### config.mk
export PLATFORM = sky130hd
export DESIGN_NAME = vls_serializer_flat
export DESIGN_NICKNAME = d
export VERILOG_FILES = /design/src/pkg/vls_pkg.sv /design/src/pkg/vls_link_if.sv /design/src/rtl/vls_serializer.sv /design/src/flat_wrapper.sv
export SDC_FILE = /design/constraint.sdc
export NUM_CORES = 1
export LEC_CHECK = 0
export ABC_CLOCK_PERIOD_IN_PS = 7400
export BUFFER_PORTS_ARGS = -buffer_cell sky130_fd_sc_hd__buf_2
export CAP_MARGIN = 25
export CELL_PAD_IN_SITES_DETAIL_PLACEMENT = 1
export CELL_PAD_IN_SITES_GLOBAL_PLACEMENT = 1
export CORE_UTILIZATION = 43
export DETAILED_ROUTE_END_ITERATION = 10
export GPL_TIMING_DRIVEN = 0
export PLACE_DENSITY_LB_ADDON = 0.3
export SYNTH_ARGS = -nofsm -noshare
export SYNTH_HDL_FRONTEND = slang
export SYNTH_SLANG_ARGS = --single-unit
### constraint.sdc
create_clock -name clk -period 7.4 [get_ports clk]
set_clock_uncertainty 0.2 [all_clocks]
set_input_delay 0.74 -clock clk [delete_from_list [all_inputs] [get_ports clk]]
set_output_delay 0.74 -clock clk [all_outputs]
set_load 0.05 [all_outputs]
### src/pkg/vls_pkg.sv
package vls_pkg;

  // ----------------------------------------------------------------
  // symbol and channel layout
  // ----------------------------------------------------------------
  localparam int SYM_BITS = 35;
  localparam int LEG_BITS = 28;
  localparam int BACK_BITS = 8;
  localparam int GPIO_BITS = 4;
  localparam int NONCE_BITS = 8;
  localparam int PIX_BITS = 31;

  // line rates in Mbps, one symbol per pixel cycle
  localparam int LINE_MIN_MBPS = 525;
  localparam int LINE_MAX_MBPS = 2975;
  localparam int PAY_MIN_MBPS = 175;
  localparam int LEG_LINE_MIN_MBPS = 140;
  localparam int LEG_LINE_MAX_MBPS = 1820;

  // ----------------------------------------------------------------
  // timing counts, in pixel cycles except DEHS_TRANS, a transition count, and LINK_HALF_DEF, which is in clk cycles
  // ----------------------------------------------------------------
  localparam logic [7:0] LOCK_PCLKS = 8'h83;
  localparam logic [7:0] CTL_WINDOW = 8'h82;
  localparam logic [7:0] FS_MIN_PCLKS = 8'h82;
  localparam logic [1:0] DEHS_TRANS = 2'h2;
  localparam logic [1:0] FILT_PCLKS = 2'h3;
  localparam int LINK_HALF_DEF = 1;

  // pixel clock range check, frequencies in MHz against clk
  localparam logic [15:0] CLK_MHZ = 16'h007d;
  localparam logic [15:0] PCLK_MIN_MHZ = 16'h0005;
  localparam logic [15:0] PCLK_LF_MHZ = 16'h000f;
  localparam logic [15:0] PCLK_LEG_MAX_MHZ = 16'h0041;
  localparam logic [15:0] PCLK_MAX_MHZ = 16'h0055;

  // ----------------------------------------------------------------
  // register map: index, byte address is index times four
  // ----------------------------------------------------------------
  localparam logic [7:0] CFG_IDX = 8'h01;
  localparam logic [7:0] STAT_IDX = 8'h0c;
  localparam logic [31:0] CFG_ADDR = {22'h0, CFG_IDX, 2'h0};
  localparam logic [31:0] STAT_ADDR = {22'h0, STAT_IDX, 2'h0};
  localparam int CFG_FILT = 0;
  localparam int CFG_LEG = 1;
  localparam int CFG_RISE = 2;
  localparam int CFG_CIPH = 3;
  localparam int CFG_RAPD = 7;
  localparam logic [7:0] CFG_RST = 8'h05;
  localparam int STB_LOCK = 0;
  localparam int STB_RPD = 1;
  localparam int STB_LEG = 2;
  localparam int STB_RATE = 3;
  localparam int STB_CRC = 4;
  localparam int STB_NONCE = 5;
  localparam int STB_GPIO = 8;

  // ----------------------------------------------------------------
  // stream seeds, arbitrary values
  // ----------------------------------------------------------------
  localparam logic [31:0] SCR_SEED = 32'h9e3779b9;
  localparam logic [31:0] KEY_DEFAULT = 32'h1234abcd;
  localparam logic [7:0] NONCE_DEFAULT = 8'h5a;
  localparam logic [3:0] NONCE_GOOD = 4'h8;

  // keyed by symbol count so both ends need no shared running state
  function automatic logic [31:0] mix(input logic [31:0] seed, input logic [15:0] cnt);
    logic [31:0] x;
    x = seed ^ {cnt, ~cnt};
    x = x ^ (x << 13);
    x = x ^ (x >> 17);
    x = x ^ (x << 5);
    return x;
  endfunction

  function automatic logic [5:0] ones(input logic [31:0] v);
    logic [5:0] n;
    n = 6'h00;
    for (int i = 0; i < 32; i++)
    begin
      n = n + 6'(v[i]);
    end
    return n;
  endfunction

endpackage

### src/pkg/vls_link_if.sv
`timescale 1ns/100ps
interface vls_link_if;
  logic link_clk;
  logic fast_forward_channel;
  logic slow_return_channel;
  logic far_awake;

  modport ser (
    output link_clk,
    output fast_forward_channel,
    input slow_return_channel,
    input far_awake
  );

  modport des (
    input link_clk,
    input fast_forward_channel,
    output slow_return_channel,
    output far_awake
  );
endinterface

### src/rtl/vls_serializer.sv
// Our own choices: the address map and the AHB-Lite slave port.
`timescale 1ns/100ps
// Contract
// RQ1 - one 35-bit symbol per pixel cycle
// RQ2 - pixel clock within 5 to 85 MHz
// RQ3 - line rate 525 Mbps to 2.975 Gbps
// RQ4 - bit time is pixel period over 35 (code: fixed at 2*LINK_HALF clk cycles whatever the pixel period)
// RQ5 - lock within 131 pixel periods after power-up
// RQ6 - scramble, DC-balance, embed clock in stream (legacy symbols are scrambled but not DC-balanced)
// RQ7 - encrypt serialized video and audio (legacy symbols are sent unencrypted)
// RQ8 - keys on chip, exchange over control channel
// RQ9 - return channel: control, cipher, CRC, 4 GPIO
// RQ10 - one return bit per forward symbol
// RQ11 - legacy mode sends 28 bits per symbol
// RQ12 - legacy pixel range set by low-rate select
// RQ13 - legacy mode from strap pin or register
// RQ14 - filter on: 2 transitions/130, 3-cycle pulses
// RQ15 - filter off: 2 transitions/130, any width
// RQ16 - frame sync: 1 transition/130 cycles
// RQ17 - drop glitches on video control signals
// RQ18 - power-down input low powers device down
// RQ19 - remote partner down: enter reduced power
// RQ20 - remote partner up: resume automatically
// RQ21 - remote auto power-down enable at 0x01[7]
// RQ22 - low-rate select picks 15-85 or 5-15 MHz
// RQ23 - low-rate change needs power-down cycle
// RQ24 - sample inputs on selected pixel edge
module vls_serializer #(
  parameter logic [31:0] KEY = vls_pkg::KEY_DEFAULT,
  parameter int LINK_HALF = vls_pkg::LINK_HALF_DEF
) (
  // clock and reset
  input wire logic clk,
  input wire logic resetn,
  // register bus
  input wire logic hsel,
  input wire logic [31:0] haddr,
  input wire logic [1:0] htrans,
  input wire logic hwrite,
  input wire logic [2:0] hsize,
  input wire logic [31:0] hwdata,
  input wire logic hready,
  output logic hreadyout,
  output logic hresp,
  output logic [31:0] hrdata,
  // pixel side
  input wire logic pclk,
  input wire logic [23:0] colour,
  input wire logic data_enable,
  input wire logic line_sync,
  input wire logic frame_sync,
  input wire logic [2:0] audio,
  input wire logic ctl_tx,
  // pins
  input wire logic power_down_n,
  input wire logic low_rate_select,
  input wire logic legacy_strap,
  output logic ctl_rx,
  // link
  vls_link_if.ser lnk
);
  import vls_pkg::*;

  if (LINK_HALF < 1 || LINK_HALF > 15)
  begin : bad_half
    $error("LINK_HALF must be 1 to 15");
  end

  typedef enum logic [1:0] {S_OFF, S_LOCKING, S_LOCKED, S_RPD} vls_ser_e;

  typedef struct packed {
    logic [1:0] pdn_s;
    logic [1:0] pclk_s;
    logic pclk_p;
    logic [PIX_BITS-1:0] pix_s1;
    logic [PIX_BITS-1:0] pix_s2;
    logic [1:0] awake_s;
    logic [1:0] back_s;
    logic [1:0] lrs_s;
    logic [1:0] strap_s;
    logic [7:0] cfg;
    logic crc_err;
    logic [31:0] rdata;
    logic hready;
    logic rd_pend;
    logic wr_pend;
    logic [1:0] sel;
    vls_ser_e st;
    logic lrs;
    logic leg_strap;
    logic [7:0] lock_cnt;
    logic [7:0] per_cnt;
    logic rate_err;
    logic [2:0] ctl;
    logic [2:0][1:0] stab;
    logic [7:0] win;
    logic [1:0][1:0] trn;
    logic [7:0] fs_age;
    logic [PIX_BITS-1:0] hold;
    logic hold_v;
    logic [SYM_BITS-1:0] sh;
    logic [5:0] bidx;
    logic busy;
    logic [15:0] scnt;
    logic [3:0] ldc;
    logic div;
    logic fwd;
    logic sent_one;
    logic [7:0] bf;
    logic [2:0] bbit;
    logic [2:0] fidx;
    logic [7:0] nonce;
    logic [3:0] good;
    logic [3:0] gpio;
    logic ctl_rx;
  } vls_ser_s;

  vls_ser_s q;
  vls_ser_s d;

  always_comb
  begin
    logic pe;
    logic tick;
    logic leg_act;
    logic ok;
    logic crc_set;
    logic [2:0] raw;
    logic [31:0] p;
    logic [31:0] ks;
    logic [31:0] sc;
    logic [25:0] lp;
    logic [SYM_BITS-1:0] word;
    logic [5:0] len;
    logic [7:0] fr;
    logic [15:0] per;
    pe = 1'b0;
    tick = 1'b0;
    ok = 1'b0;
    crc_set = 1'b0;
    raw = 3'h0;
    p = 32'h0;
    ks = 32'h0;
    sc = 32'h0;
    lp = 26'h0;
    word = '0;
    fr = 8'h00;
    per = {8'h00, q.per_cnt};
    d = q;
    leg_act = q.leg_strap | q.cfg[CFG_LEG]; // RQ13
    len = leg_act ? 6'(LEG_BITS) : 6'(SYM_BITS); // RQ11

    // ----------------------------------------------------------------
    // synchronisers
    // ----------------------------------------------------------------
    d.pdn_s = {q.pdn_s[0], power_down_n};
    d.pclk_s = {q.pclk_s[0], pclk};
    d.pclk_p = q.pclk_s[1];
    d.pix_s1 = {ctl_tx, audio, frame_sync, line_sync, data_enable, colour};
    d.pix_s2 = q.pix_s1;
    d.awake_s = {q.awake_s[0], lnk.far_awake};
    d.back_s = {q.back_s[0], lnk.slow_return_channel};
    d.lrs_s = {q.lrs_s[0], low_rate_select};
    d.strap_s = {q.strap_s[0], legacy_strap};
    // rising or falling edge as configured
    pe = q.cfg[CFG_RISE] ? (q.pclk_s[1] & ~q.pclk_p) : (~q.pclk_s[1] & q.pclk_p); // RQ24

    // ----------------------------------------------------------------
    // register bus, reads take one wait state
    // ----------------------------------------------------------------
    d.rd_pend = 1'b0;
    d.wr_pend = 1'b0;
    d.hready = 1'b1;
    if (q.rd_pend)
    begin
      d.rdata = 32'h0;
      if (q.sel == 2'h1)
      begin
        d.rdata[7:0] = q.cfg;
      end
      else if (q.sel == 2'h2)
      begin
        d.rdata[STB_LOCK] = (q.st == S_LOCKED);
        d.rdata[STB_RPD] = (q.st == S_RPD);
        d.rdata[STB_LEG] = leg_act;
        d.rdata[STB_RATE] = q.rate_err;
        d.rdata[STB_CRC] = q.crc_err;
        d.rdata[STB_NONCE] = (q.good == NONCE_GOOD);
        d.rdata[STB_GPIO +: GPIO_BITS] = q.gpio;
      end
    end
    if (q.wr_pend && q.sel == 2'h1)
    begin
      d.cfg = hwdata[7:0]; // RQ21
    end
    if (q.wr_pend && q.sel == 2'h2 && hwdata[STB_CRC])
    begin
      d.crc_err = 1'b0;
    end
    if (hsel && htrans[1] && hready)
    begin
      d.sel = (haddr == CFG_ADDR) ? 2'h1 : ((haddr == STAT_ADDR) ? 2'h2 : 2'h0);
      d.wr_pend = hwrite;
      d.rd_pend = ~hwrite;
      d.hready = hwrite;
    end

    // ----------------------------------------------------------------
    // power state
    // ----------------------------------------------------------------
    if (!q.pdn_s[1])
    begin
      d.st = S_OFF; // RQ18
    end
    else
    begin
      unique case (q.st)
        S_OFF:
        begin
          // straps only take effect across a power-down cycle
          d.lrs = q.lrs_s[1]; // RQ23
          d.leg_strap = q.strap_s[1];
          d.lock_cnt = 8'h00;
          d.st = S_LOCKING;
        end
        S_LOCKING:
        begin
          if (pe)
          begin
            d.lock_cnt = q.lock_cnt + 8'h01;
          end
          if (pe && q.lock_cnt == LOCK_PCLKS - 8'h01)
          begin
            d.st = S_LOCKED; // RQ5
            d.scnt = 16'h0000;
            d.busy = 1'b0;
            d.hold_v = 1'b0;
            d.sent_one = 1'b0;
            d.bbit = 3'h0;
            d.fidx = 3'h0;
            d.good = 4'h0;
          end
        end
        S_LOCKED:
        begin
        end
        S_RPD:
        begin
          if (q.awake_s[1])
          begin
            d.lock_cnt = 8'h00;
            d.st = S_LOCKING; // RQ20
          end
        end
      endcase
      if ((q.st == S_LOCKING || q.st == S_LOCKED) && q.cfg[CFG_RAPD] && !q.awake_s[1])
      begin
        d.st = S_RPD; // RQ19
      end
    end

    // ----------------------------------------------------------------
    // pixel period check
    // ----------------------------------------------------------------
    d.per_cnt = (q.per_cnt == 8'hff) ? q.per_cnt : q.per_cnt + 8'h01;
    if (pe)
    begin
      d.per_cnt = 8'h01;
      if (q.lrs)
      begin
        d.rate_err = (per * PCLK_MIN_MHZ > CLK_MHZ) || (per * PCLK_LF_MHZ <= CLK_MHZ); // RQ22
      end
      else
      begin
        d.rate_err = (per * PCLK_LF_MHZ > CLK_MHZ) // RQ2
          || (per * (leg_act ? PCLK_LEG_MAX_MHZ : PCLK_MAX_MHZ) < CLK_MHZ); // RQ12
      end
    end

    // ----------------------------------------------------------------
    // control signal filter and capture
    // ----------------------------------------------------------------
    if (pe && q.st == S_LOCKED)
    begin
      raw = q.pix_s2[26:24];
      d.win = q.win + 8'h01;
      if (q.win == CTL_WINDOW - 8'h01)
      begin
        d.win = 8'h00;
        d.trn = '0;
      end
      d.fs_age = (q.fs_age == 8'hff) ? q.fs_age : q.fs_age + 8'h01;
      for (int i = 0; i < 3; i++)
      begin
        if (raw[i] != q.ctl[i])
        begin
          d.stab[i] = (q.stab[i] == FILT_PCLKS) ? q.stab[i] : q.stab[i] + 2'h1;
          ok = !q.cfg[CFG_FILT] || d.stab[i] == FILT_PCLKS; // RQ14 RQ15 RQ17
          if (i < 2)
          begin
            ok = ok && q.trn[i] < DEHS_TRANS; // RQ14 RQ15
          end
          else
          begin
            ok = ok && q.fs_age >= FS_MIN_PCLKS - 8'h01; // RQ16
          end
          if (ok)
          begin
            d.ctl[i] = raw[i];
            d.stab[i] = 2'h0;
            if (i < 2)
            begin
              d.trn[i] = d.trn[i] + 2'h1;
            end
            else
            begin
              d.fs_age = 8'h00;
            end
          end
        end
        else
        begin
          d.stab[i] = 2'h0;
        end
      end
      // newest pixel wins if the line is still busy
      d.hold = {q.pix_s2[30:27], d.ctl, q.pix_s2[23:0]}; // RQ24
      d.hold_v = 1'b1;
    end

    // ----------------------------------------------------------------
    // link clock divider and symbol shifter
    // ----------------------------------------------------------------
    if (q.st == S_LOCKED)
    begin
      d.ldc = q.ldc + 4'h1;
      if (q.ldc == 4'(LINK_HALF - 1)) // RQ3
      begin
        d.ldc = 4'h0;
        d.div = ~q.div;
        tick = q.div;
      end
    end
    else
    begin
      d.ldc = 4'h0;
      d.div = 1'b0;
      d.fwd = 1'b0;
    end
    if (tick && q.busy)
    begin
      d.fwd = q.sh[0]; // RQ4
      d.sh = q.sh >> 1;
      d.bidx = q.bidx + 6'h01;
      // a legacy switch mid-symbol ends the symbol early instead of running on
      if (q.bidx >= len - 6'h01)
      begin
        d.busy = 1'b0;
        if (q.sent_one)
        begin
          fr = {q.back_s[1], q.bf[7:1]}; // RQ10
          d.bf = fr;
          d.bbit = q.bbit + 3'h1;
          if (q.bbit == 3'h7)
          begin
            d.fidx = q.fidx + 3'h1;
            if (fr[0] && !(^fr[7:1]))
            begin
              d.gpio = fr[4:1]; // RQ9
              d.ctl_rx = fr[6];
              d.nonce[q.fidx] = fr[5]; // RQ8
              d.good = (q.good == NONCE_GOOD) ? q.good : q.good + 4'h1;
            end
            // far end going down zeroes the line, that is no frame error
            else if (q.awake_s[1])
            begin
              crc_set = 1'b1;
              d.good = 4'h0;
            end
          end
        end
        d.sent_one = 1'b1;
      end
    end
    else if (tick && q.hold_v)
    begin
      p = {1'b0, q.hold};
      if (q.cfg[CFG_CIPH] && q.good == NONCE_GOOD)
      begin
        ks = mix(KEY ^ {4{q.nonce}}, q.scnt); // RQ8
        p[23:0] = p[23:0] ^ ks[23:0]; // RQ7
        p[29:27] = p[29:27] ^ ks[29:27];
        p[31] = 1'b1;
      end
      sc = mix(SCR_SEED, q.scnt);
      if (leg_act)
      begin
        lp = {q.hold[26:24], q.hold[23:1]} ^ sc[25:0]; // RQ11
        word = {7'h00, lp, 2'b01};
      end
      else
      begin
        p = p ^ sc; // RQ6
        if (ones(p) > 6'h10)
        begin
          word = {~p, 3'b101}; // RQ6
        end
        else
        begin
          word = {p, 3'b001}; // RQ1
        end
      end
      d.fwd = word[0];
      d.sh = word >> 1;
      d.bidx = 6'h01;
      d.busy = 1'b1;
      d.hold_v = 1'b0;
      d.scnt = q.scnt + 16'h0001;
    end
    else if (tick)
    begin
      d.fwd = 1'b0;
    end
    // set wins over a clear in the same cycle
    d.crc_err = d.crc_err | crc_set; // RQ9
  end

  always_ff @(posedge clk or negedge resetn)
  begin
    if (!resetn)
    begin
      q <= '0;
      q.cfg <= CFG_RST;
      q.hready <= 1'b1;
      q.st <= S_OFF;
    end
    else
    begin
      q <= d;
    end
  end

  assign hreadyout = q.hready;
  assign hresp = 1'b0;
  assign hrdata = q.rdata;
  assign ctl_rx = q.ctl_rx;
  assign lnk.link_clk = q.div;
  assign lnk.fast_forward_channel = q.fwd;

endmodule

### src/flat_wrapper.sv
// flat-port wrapper written by rule: the top's interface ports become plain ports
module vls_serializer_flat import vls_pkg::*;
#(
  parameter logic [31:0] KEY = vls_pkg::KEY_DEFAULT,
  parameter int LINK_HALF = vls_pkg::LINK_HALF_DEF
)
  (clk, resetn, hsel, haddr, htrans, hwrite, hsize, hwdata, hready, hreadyout, hresp, hrdata, pclk, colour, data_enable, line_sync, frame_sync, audio, ctl_tx, power_down_n, low_rate_select, legacy_strap, ctl_rx, lnk_link_clk, lnk_fast_forward_channel, lnk_slow_return_channel, lnk_far_awake);
  vls_link_if lnk_i ();
  input wire logic clk;
  input wire logic resetn;
  input wire logic hsel;
  input wire logic [31:0] haddr;
  input wire logic [1:0] htrans;
  input wire logic hwrite;
  input wire logic [2:0] hsize;
  input wire logic [31:0] hwdata;
  input wire logic hready;
  output logic hreadyout;
  output logic hresp;
  output logic [31:0] hrdata;
  input wire logic pclk;
  input wire logic [23:0] colour;
  input wire logic data_enable;
  input wire logic line_sync;
  input wire logic frame_sync;
  input wire logic [2:0] audio;
  input wire logic ctl_tx;
  input wire logic power_down_n;
  input wire logic low_rate_select;
  input wire logic legacy_strap;
  output logic ctl_rx;
  output wire logic [$bits(lnk_i.link_clk)-1:0] lnk_link_clk;
  output wire logic [$bits(lnk_i.fast_forward_channel)-1:0] lnk_fast_forward_channel;
  input wire logic [$bits(lnk_i.slow_return_channel)-1:0] lnk_slow_return_channel;
  input wire logic [$bits(lnk_i.far_awake)-1:0] lnk_far_awake;
  assign lnk_link_clk = lnk_i.link_clk;
  assign lnk_fast_forward_channel = lnk_i.fast_forward_channel;
  assign lnk_i.slow_return_channel = lnk_slow_return_channel;
  assign lnk_i.far_awake = lnk_far_awake;
  vls_serializer #(.KEY(KEY), .LINK_HALF(LINK_HALF)) u_core (.clk(clk), .resetn(resetn), .hsel(hsel), .haddr(haddr), .htrans(htrans), .hwrite(hwrite), .hsize(hsize), .hwdata(hwdata), .hready(hready), .hreadyout(hreadyout), .hresp(hresp), .hrdata(hrdata), .pclk(pclk), .colour(colour), .data_enable(data_enable), .line_sync(line_sync), .frame_sync(frame_sync), .audio(audio), .ctl_tx(ctl_tx), .power_down_n(power_down_n), .low_rate_select(low_rate_select), .legacy_strap(legacy_strap), .ctl_rx(ctl_rx), .lnk(lnk_i));
endmodule
==> flow_summary.ini, run 1 <==
[timing]
hold_viol_final = 0
slew_viol_final = 0
period_needed_ns = 7.707
final.period_utilization_pct = 104.1
worst_slack_ns = -0.3071
slew_headroom_pct = 31.68
rsz0062_at_grt = yes
tightest_slew_ns = 1.025
max_freq_mhz = 129.8
setup_violations = 33

[worst_setup_path]
crit_required_ns = 7.65
crit_fanout = 8
worstPathArrival_ns = 7.96
endpoint_kind = flip-flop
critPathLaunchType = flip-flop
worstSetupPathType = reg2reg

[detailed_routing]
routedWlPerCell_um = 20.25
drtIter0Drc = 617
drtAntennaViolNets = 0
first_pass_iters = 8
num_vias = 12740
drc = 0
wl_mm = 47.72
vias_per_cell = 5.405

[global_routing]
busiest_layer = met2
use_met3_pct = 2.998
grtUsageTotal_pct = 24.39
antenna_found_initial = 0
grt_start_max_net_pins = 115
grt_first_pass_wirelength_mm = 74.45
grt_util_met1_pct = 29.90
gr-total-overflow = 0
grt_pass1_vias = 13930
met2_usage_pct = 43.52

[yosys]
seq_area_frac_synth_pct = 41.41
yosysUniqueCellTypes = 78
synthArstFlopShare_pct = 100.0
yosysWarnings = 0
avgSynthCellArea_um2 = 10.16
ys_ff_latch = 274
synth_area_mm2 = 0.01657
synthFlopType = dfrtp_1
syn_inst = 1631
synth_enable_flop_cells = 0

[worst_hold_path]
hold_path_class = in2reg

[clock_network]
path_clk_slew_ns = 0.07
clock-root-buffer = clkbuf_16
cts_tree = yes
cts_made_buffers = 30
cts_max_path_buffers = 3
cts.sinks = 274
htree_levels = 1
clk_latency_ns = 0.57

[floorplanning]
die_h_um = 198.3
die-area_mm2 = 0.03932
die-width_um = 198.3
rows = 71
initial_core_util_pct = 43.88
io-pin-count = 148
core_mm2 = 0.03776

[placement]
place_congestion = 0.9440
portBuffers = 98
hpwl_mm = 33.64
place_inst = 2262
post-place-ws_ns = -0.9715

[cells_and_area]
final_cells = 2357
final_nets = 2089
area_growth_pct = 22.10
drive_gt1_share_pct = 22.05
layout_common_cells = dfrtp_1, nand2_1, ha_1, buf_2, inv_1
final_common_cell = dfrtp_1
nFillCells = 4147
diodes = 0

[outcome]
failed_checks = negative setup slack
outcome = finished, violations left

[run]
maxCapViolCount = 0
## worst paths after layout
check | end | from | slack (ns) | cells after the start
setup / recovery | u_core.q[68] | u_core.q[47] | -0.31 | 27
hold / removal | u_core.d[244] | colour[12] | 0.08 | 1
setup reg to reg | u_core.q[68] | u_core.q[47] | -0.31 | 27
hold reg to reg | u_core.q[242] | u_core.d[242] | 0.14 | 0
max in group asynchronous | u_core.q[39] | resetn | 5.40 | 3
min in group asynchronous | u_core.q[110] | resetn | 0.57 | 2
## cell type report
class	instances	area [um^2]	area share (%)
Clock inverter	14	329.1	1.627
Buffer	101	716.9	3.544
Sequential cell	274	6862	33.92
Tap cell	511	639.4	3.161
Clock buffer	41	883.3	4.367
Multi-Input combinational cell	1166	9474	46.84
Timing Repair Buffer	142	917.1	4.534
Inverter	108	405.4	2.004
## cell families after synthesis
| family | count (synthesis) | synth area share, % |
|---|---|---|
| flops | 274 | 41.41 |
| mux | 47 | 3.074 |
| simple gates | 455 | 12.97 |
| buf+inv | 211 | 6.148 |
| other cells | 1 | 0.02264 |
| compound gates | 263 | 10.03 |
| xor+xnor | 224 | 12.53 |
| fa+ha+maj | 156 | 13.81 |
## critical path, stage by stage, from the launching register on
cell       delay, ns
dfrtp_1         0.36
buf_4           0.19
xor2_2          0.34
xor2_1          0.31
xnor2_2         0.20
a21oi_2         0.11
xnor2_1         0.36
fa_1            0.54
inv_1           0.12
fa_1            0.43
inv_1           0.09
fa_1            0.43
fa_1            0.49
inv_1           0.05
fa_1            0.49
fa_1            0.44
fa_2            0.37
inv_2           0.06
fa_2            0.44
nor3b_4         0.20
nand3b_1        0.11
maj3_2          0.33
o211ai_4        0.19
buf_12          0.19
and2_4          0.20
clkbuf_16       0.16
nand2_1         0.05
o211a_1         0.15
## state kept, by name, indices dropped and copies added (netlist names)
signal / cells
u_core.q: 220
u_core.hrdata: 12
u_core.lnk.link_clk: 1
u_core.ctl_rx: 1
u_core.hreadyout: 1
u_core.lnk.fast_forward_channel: 1
u_core.d: 38
## layer usage
layer / vias up / routed length [um]
met5: - / 0
met4: 0 / 1620
met3: 97 / 1866
met2: 276 / 24800
met1: 6544 / 19440
li1: 5822 / -
## per-stage QoR
step | util, % | hold slack (ns) | area (um^2) | setup TNS (ns)
floorplan | - | 0.1312 | 16700 | 0
global placement | 47.22 | 0.1335 | 17830 | -23.42
detailed placement | 47.40 | 0.1356 | 17890 | -28.98
CTS | 52.65 | 0.04710 | 19880 | -2.191
global route | 53.57 | 0.05685 | 20230 | -17.50
finish | 53.57 | 0.07750 | 20230 | -7.027
## synthesized netlist by cell type (11+ instances only)
master      n  area [um^2]
xor2_1     88        770.7
nor3_1     12        60.06
mux2_2     30        337.8
a21oi_1    63        315.3
o31ai_1    11        82.58
dfrtp_1   271         6782
buf_4      39        292.8
nand2_1   189        709.4
nor2_1     97        364.1
a22oi_1    14        105.1
o22ai_1    13        81.33
and2_1     13        81.33
nand2b_1   13        81.33
ha_1      110         1376
or3_1      11        68.82
xnor2_1   125         1095
mux2i_1    16        160.2
nand4_1    20        125.1
and3_1     14        87.58
nand3_1    33        165.2
inv_1     108        405.4
a21o_1     11        82.58
clkbuf_1   36        135.1
nor4_1     11        68.82
buf_2      15        75.07
fa_1       45        900.9
nor2b_1    13        81.33
a222oi_1   11        110.1
o21ai_0    81        405.4
## repair_timing
action | CTS | global route
pin swaps | 23 | 25
setup buffers | 26 | 13
endpoints found under the hold margin | 25 | 0
setup endpoints to repair | 33 | 33
gates resized for setup | 94 | 47
cloned | 1 | 1
hold buffers | 1 | 0
Power of run 1 is not shown: default switching activity piles up to over one toggle a cycle in this logic, so the estimate is an artifact.
==> run 2: changes to the inputs <==
--- a/config.mk
+++ b/config.mk
@@ -5,13 +5,14 @@
 export SDC_FILE = /design/constraint.sdc
 export NUM_CORES = 1
 export LEC_CHECK = 0
-export ABC_CLOCK_PERIOD_IN_PS = 7400
+export ABC_CLOCK_PERIOD_IN_PS = 7700
 export BUFFER_PORTS_ARGS = -buffer_cell sky130_fd_sc_hd__buf_2
 export CAP_MARGIN = 25
 export CELL_PAD_IN_SITES_DETAIL_PLACEMENT = 1
 export CELL_PAD_IN_SITES_GLOBAL_PLACEMENT = 1
-export CORE_UTILIZATION = 43
+export CORE_UTILIZATION = 48
 export DETAILED_ROUTE_END_ITERATION = 10
+export GPL_ROUTABILITY_DRIVEN = 0
 export GPL_TIMING_DRIVEN = 0
 export PLACE_DENSITY_LB_ADDON = 0.3
 export SYNTH_ARGS = -nofsm -noshare
==> constraint.sdc (replaced) <==
create_clock -name clk -period 7.7 [get_ports clk]
set_clock_uncertainty 0.2 [all_clocks]
set_input_delay 0.77 -clock clk [delete_from_list [all_inputs] [get_ports clk]]
set_output_delay 0.77 -clock clk [all_outputs]
set_load 0.05 [all_outputs]
==> run 2 against run 1 <==
Net effect: non-clock buffer count up 5; sequential share of layout area grew 0.076 points; setup slack worse by 0.13 ns; die area is 10% lower; the run still ends with negative setup slack left; sequential cell count unchanged; critical path depth stayed put.
==> flow_summary.ini, run 2 (synthesized netlist as in run 1, its figures left out) <==
[cells_and_area]
final_cells = 2301
regMostFlops = u_core.q
area_growth_pct = 21.83
drive_gt1_share_pct = 22.40
utilization_pct = 59.74
final_nets = 2095
layout_common_cells = dfrtp_1, nand2_1, ha_1, buf_2, inv_1
diodes = 0
final_common_cell = dfrtp_1
largest_reg_flops = 220
nFillCells = 3635

[floorplanning]
die_h_um = 187.8
die-area_mm2 = 0.03526
rows = 67
core_mm2 = 0.03378
initial_core_util_pct = 49.04
io-pin-count = 148
die-width_um = 187.8

[timing]
slew_headroom_pct = 26.13
hold_viol_final = 0
rsz0062_at_grt = yes
final.period_utilization_pct = 105.7
max_freq_mhz = 122.9
tns_ns = -10.92
period_needed_ns = 8.137
slew_viol_final = 0
setup_violations = 33
tightest_slew_ns = 1.100
worst_slack_ns = -0.4368

[global_routing]
grt_first_pass_wirelength_mm = 77.16
gr-total-overflow = 0
grt_pass1_vias = 14260
antenna_found_initial = 0
grt_start_max_net_pins = 115
grtUsageTotal_pct = 27.60

[worst_hold_path]
whs_path_depth = 1
hp-start = colour[8]
hold_end = u_core.d[240]
hold_path_class = in2reg

[clock_network]
cts_max_path_buffers = 3
htree_levels = 1
clk_latency_ns = 0.57
cts.sinks = 274
clock-root-buffer = clkbuf_16
cts_made_buffers = 31
path_clk_slew_ns = 0.07
cts_tree = yes

[worst_setup_path]
worstReg2RegEnd = u_core.q[79]
crit_fanout = 10
timing.rr.start = u_core.q[50]
ff2ff_setup_slack_ns = -0.44
worstSetupPathType = reg2reg
r2r_cells = 27
crit_required_ns = 8.00
critPathLaunchType = flip-flop
endpoint_kind = flip-flop
worstPathArrival_ns = 8.44

[placement]
post-place-ws_ns = -1.224
hpwl_mm = 32.79
place_inst = 2199
portBuffers = 98

[detailed_routing]
num_vias = 13240
drc = 0
first_pass_iters = 5
vias_per_cell = 5.754
routedWlPerCell_um = 23.42
drtIter0Drc = 994
drtAntennaViolNets = 0
wl_mm = 53.89

[outcome]
outcome = finished, violations left
failed_checks = negative setup slack

[run]
maxCapViolCount = 0
run 2: cell count changes in the layout (fill, tap and decap cells not counted), moves of 5 or more:
cell,delta
o21ai_1,+7
xnor2_4,+8
xnor2_1,-6
clkinv_2,+6
bufinv_16,-6
o21ai_0,-7
clkbuf_8,-5
run 2: metal layers:
layer  GRT usage, %  share of wire (%)  up-vias
li1               -                  -     5827
met1          34.16                 39     6686
met3          4.492                6.1      211
met5              0                  0        -
met4          12.20                5.8        0
met2          47.46                 49      516
run 2: layout make-up:
cell class / instances / area, um^2 / share of cell area, %
Buffer: 101 / 709.4 / 3.515
Clock buffer: 39 / 835.8 / 4.141
Clock inverter: 18 / 214.0 / 1.060
Inverter: 108 / 405.4 / 2.009
Multi-Input combinational cell: 1166 / 9614 / 47.64
Sequential cell: 274 / 6862 / 34.00
Tap cell: 448 / 560.5 / 2.777
Timing Repair Buffer: 147 / 980.9 / 4.860
run 2: repair_timing:
action                                  CTS  global route
cloned                                    0             1
gates resized for setup                 104            66
buffers inserted                         29            16
hold buffers                              1             0
pin swaps                                34            24
hold endpoints to repair                 60             0
endpoints found under the setup margin   33            33
run 2: how the worst max path moves through the flow:
| stage | startpoint | end | slack, ns | depth (start not counted) |
|---|---|---|---|---|
| after floorplan | u_core.q[5] | u_core.q[73] | 0.0009 | 28 |
| after global placement | u_core.q[5] | u_core.q[91] | -0.90 | 27 |
| after detailed placement | u_core.q[5] | u_core.q[91] | -1.22 | 27 |
| after CTS | u_core.q[15] | u_core.q[63] | 0.0009 | 27 |
| after global routing | u_core.q[50] | u_core.q[79] | -0.62 | 27 |
| final | u_core.q[50] | u_core.q[79] | -0.44 | 27 |
run 2: per-stage QoR:
stage | hold WS (ns) | cell area (um^2)
after floorplan | 0.1312 | 16650
after global placement | 0.1336 | 17700
after detailed placement | 0.1358 | 17770
after CTS | 0.09423 | 19610
after global routing | 0.09462 | 20180
final | 0.09925 | 20180
run 2: worst max-delay path, cell delays in order (launching register included):
cell and delay (ns):
dfrtp_1 0.36, buf_4 0.18, xor2_1 0.30, xnor2_1 0.19, xnor2_1 0.39, o21ai_1 0.21
xnor2_1 0.46, fa_1 0.52, inv_1 0.11, fa_1 0.43, inv_1 0.11, fa_1 0.41
fa_1 0.52, inv_1 0.06, fa_1 0.52, fa_1 0.44, fa_2 0.37, inv_2 0.06
fa_2 0.43, nor3b_2 0.22, nand3b_1 0.12, maj3_2 0.35, o211ai_4 0.20, buf_12 0.16
and2_1 0.24, buf_6 0.19, mux2i_1 0.16, nand2_1 0.15
Power of run 2 is left out for the same reason.
==> run 3: changes to the inputs <==
--- a/config.mk
+++ b/config.mk
@@ -6,13 +6,12 @@
 export NUM_CORES = 1
 export LEC_CHECK = 0
 export ABC_CLOCK_PERIOD_IN_PS = 7700
-export BUFFER_PORTS_ARGS = -buffer_cell sky130_fd_sc_hd__buf_2
 export CAP_MARGIN = 25
 export CELL_PAD_IN_SITES_DETAIL_PLACEMENT = 1
 export CELL_PAD_IN_SITES_GLOBAL_PLACEMENT = 1
-export CORE_UTILIZATION = 48
+export CORE_UTILIZATION = 51
 export DETAILED_ROUTE_END_ITERATION = 10
-export GPL_ROUTABILITY_DRIVEN = 0
+export DONT_BUFFER_PORTS = 1
 export GPL_TIMING_DRIVEN = 0
 export PLACE_DENSITY_LB_ADDON = 0.3
 export SYNTH_ARGS = -nofsm -noshare
==> run 3 against run 2 <==
Net effect: the run still ends with negative setup slack left; worst hold slack lost 0.080 ns; largest cell class unchanged; cell area is 2.7% lower; routed wire length decreased by 2.3%; sequential share of layout area rose by 0.94 points.
==> flow_summary.ini, run 3 (synthesized netlist as in run 1, its figures left out) <==
[worst_setup_path]
worstSetupPathType = reg2reg
setup.worst_path.start = u_core.q[49]
endpoint_kind = flip-flop
ff2ff_setup_slack_ns = -0.49
worstPathArrival_ns = 8.50
r2r_cells = 29
cp_top_family = adder cells
timing.rr.start = u_core.q[49]
crit_fanout = 6
path_common_cell = fa_1
critPathLaunchType = flip-flop
slowest_delay_ns = 0.56
slowest_stage = fa_1
worstReg2RegEnd = u_core.q[76]
crit_buf_inv = 9
crit_required_ns = 8.01

[worst_hold_path]
hold_path_class = in2reg
hp-start = colour[8]
whs_path_depth = 0
hold_end = u_core.d[240]

[detailed_routing]
first_pass_iters = 6
drc = 0
drtIter0Drc = 1064
wl_mm = 52.65
vias_per_cell = 5.929
drtAntennaViolNets = 0
routedWlPerCell_um = 24.29
num_vias = 12850

[clock_network]
cts_tree = yes
cts_max_path_buffers = 3
path_clk_slew_ns = 0.07
clock-root-buffer = clkbuf_16
clk_latency_ns = 0.57
htree_levels = 1
cts_made_buffers = 31
cts.sinks = 274

[outcome]
outcome = finished, violations left
failed_checks = negative setup slack

[timing]
worst_slack_ns = -0.4916
slew_viol_final = 0
setup_violations = 33
final.period_utilization_pct = 106.4
tightest_slew_ns = 0.9723
slew_headroom_pct = 35.18
hold_viol_final = 0
period_needed_ns = 8.192
max_freq_mhz = 122.1
rsz0062_at_grt = yes

[floorplanning]
rows = 65
io-pin-count = 148
die_h_um = 182.2
core_mm2 = 0.03172
die-width_um = 182.2
die-area_mm2 = 0.03321
initial_core_util_pct = 52.23

[placement]
place_congestion = 0.9723
portBuffers = 0
hpwl_mm = 32.47

[cells_and_area]
final_common_cell = dfrtp_1
utilization_pct = 61.93
layout_common_cells = dfrtp_1, nand2_1, ha_1, inv_1, xnor2_1
largest_reg_flops = 220
regMostFlops = u_core.q
area_growth_pct = 18.56
final_nets = 2008
drive_gt1_share_pct = 17.96

[global_routing]
grt_start_max_net_pins = 275
antenna_found_initial = 1
gr-total-overflow = 0
grtUsageTotal_pct = 29.74
grt_pass1_vias = 13690
grt_first_pass_wirelength_mm = 76.47

[run]
maxCapViolCount = 0
## run 3: changes by cell type in the layout (fill, tap and decap cells not counted), moves of 3 or more
| cell | before | now |
|---|---|---|
| xnor2_1 | 88 | 95 |
| clkinv_2 | 7 | 2 |
| clkbuf_8 | 6 | 11 |
| clkinvlp_4 | 4 | 1 |
| buf_6 | 9 | 13 |
| buf_4 | 81 | 87 |
| clkbuf_1 | 35 | 38 |
| xnor2_4 | 13 | 6 |
| buf_2 | 106 | 9 |
## run 3: layer usage
layer  GRT usage [%]  vias up  wire length, um
met5               0        -                0
met4           11.53        0             2201
met3           4.370      164             2896
met2           51.51      444            26700
met1           37.60     6596            20850
li1                -     5649                -
## run 3: what timing repair did
item / 4_1_cts / 5_1_grt
hold buffers: 1 / 1
gates cloned: 0 / 3
setup buffers: 29 / 25
pin swaps: 31 / 22
resized for setup: 95 / 63
endpoints found under the hold margin: 274 / 31
setup endpoints to repair: 33 / 33
## run 3: worst reg2reg max path: cells and delay by family, from the launching register on
family	cells	cell delay, ns
simple gates	2	0.36
compound gates	4	0.94
xor+xnor	5	0.98
buf+inv	9	0.96
fa+ha+maj	9	4.30
flops	1	0.40
## run 3: how the worst max path moves through the flow
stage          cells past startpoint  slack [ns]           end
6_report                          29       -0.49  u_core.q[76]
4_1_cts                           28       0.005  u_core.q[63]
2_1_floorplan                     28      0.0009  u_core.q[73]
3_3_place_gp                      27       -0.95  u_core.q[91]
3_5_place_dp                      27       -1.13  u_core.q[91]
5_1_grt                           25       -0.61  u_core.q[63]
## run 3: through the flow
step,cell area (um^2),setup TNS (ns),hold slack [ns],worst slack (ns),cells
global route,19640,-15.86,0.009935,-0.6094,2168
finish,19640,-12.58,0.01893,-0.4916,2168
floorplan,16650,0,0.1312,0.0008620,1651
CTS,19030,0,0.01344,0.005425,2137
global placement,17160,-26.26,0.1332,-0.9478,2053
detailed placement,17160,-32.38,0.1355,-1.130,2053
## run 3: final cells by class
cell class              instances  area (um^2)
inverters                     108        405.4
fillers                      3376        12080
flip-flops and latches        274         6862
clock buffers                  46        902.1
plain buffers                 101        709.4
multi-input cells            1166         9467
well taps                     402        503.0
repair buffers                 60        584.3
clock inverters                10        206.4
diodes                          1        2.502
Power of run 3 is left out for the same reason.
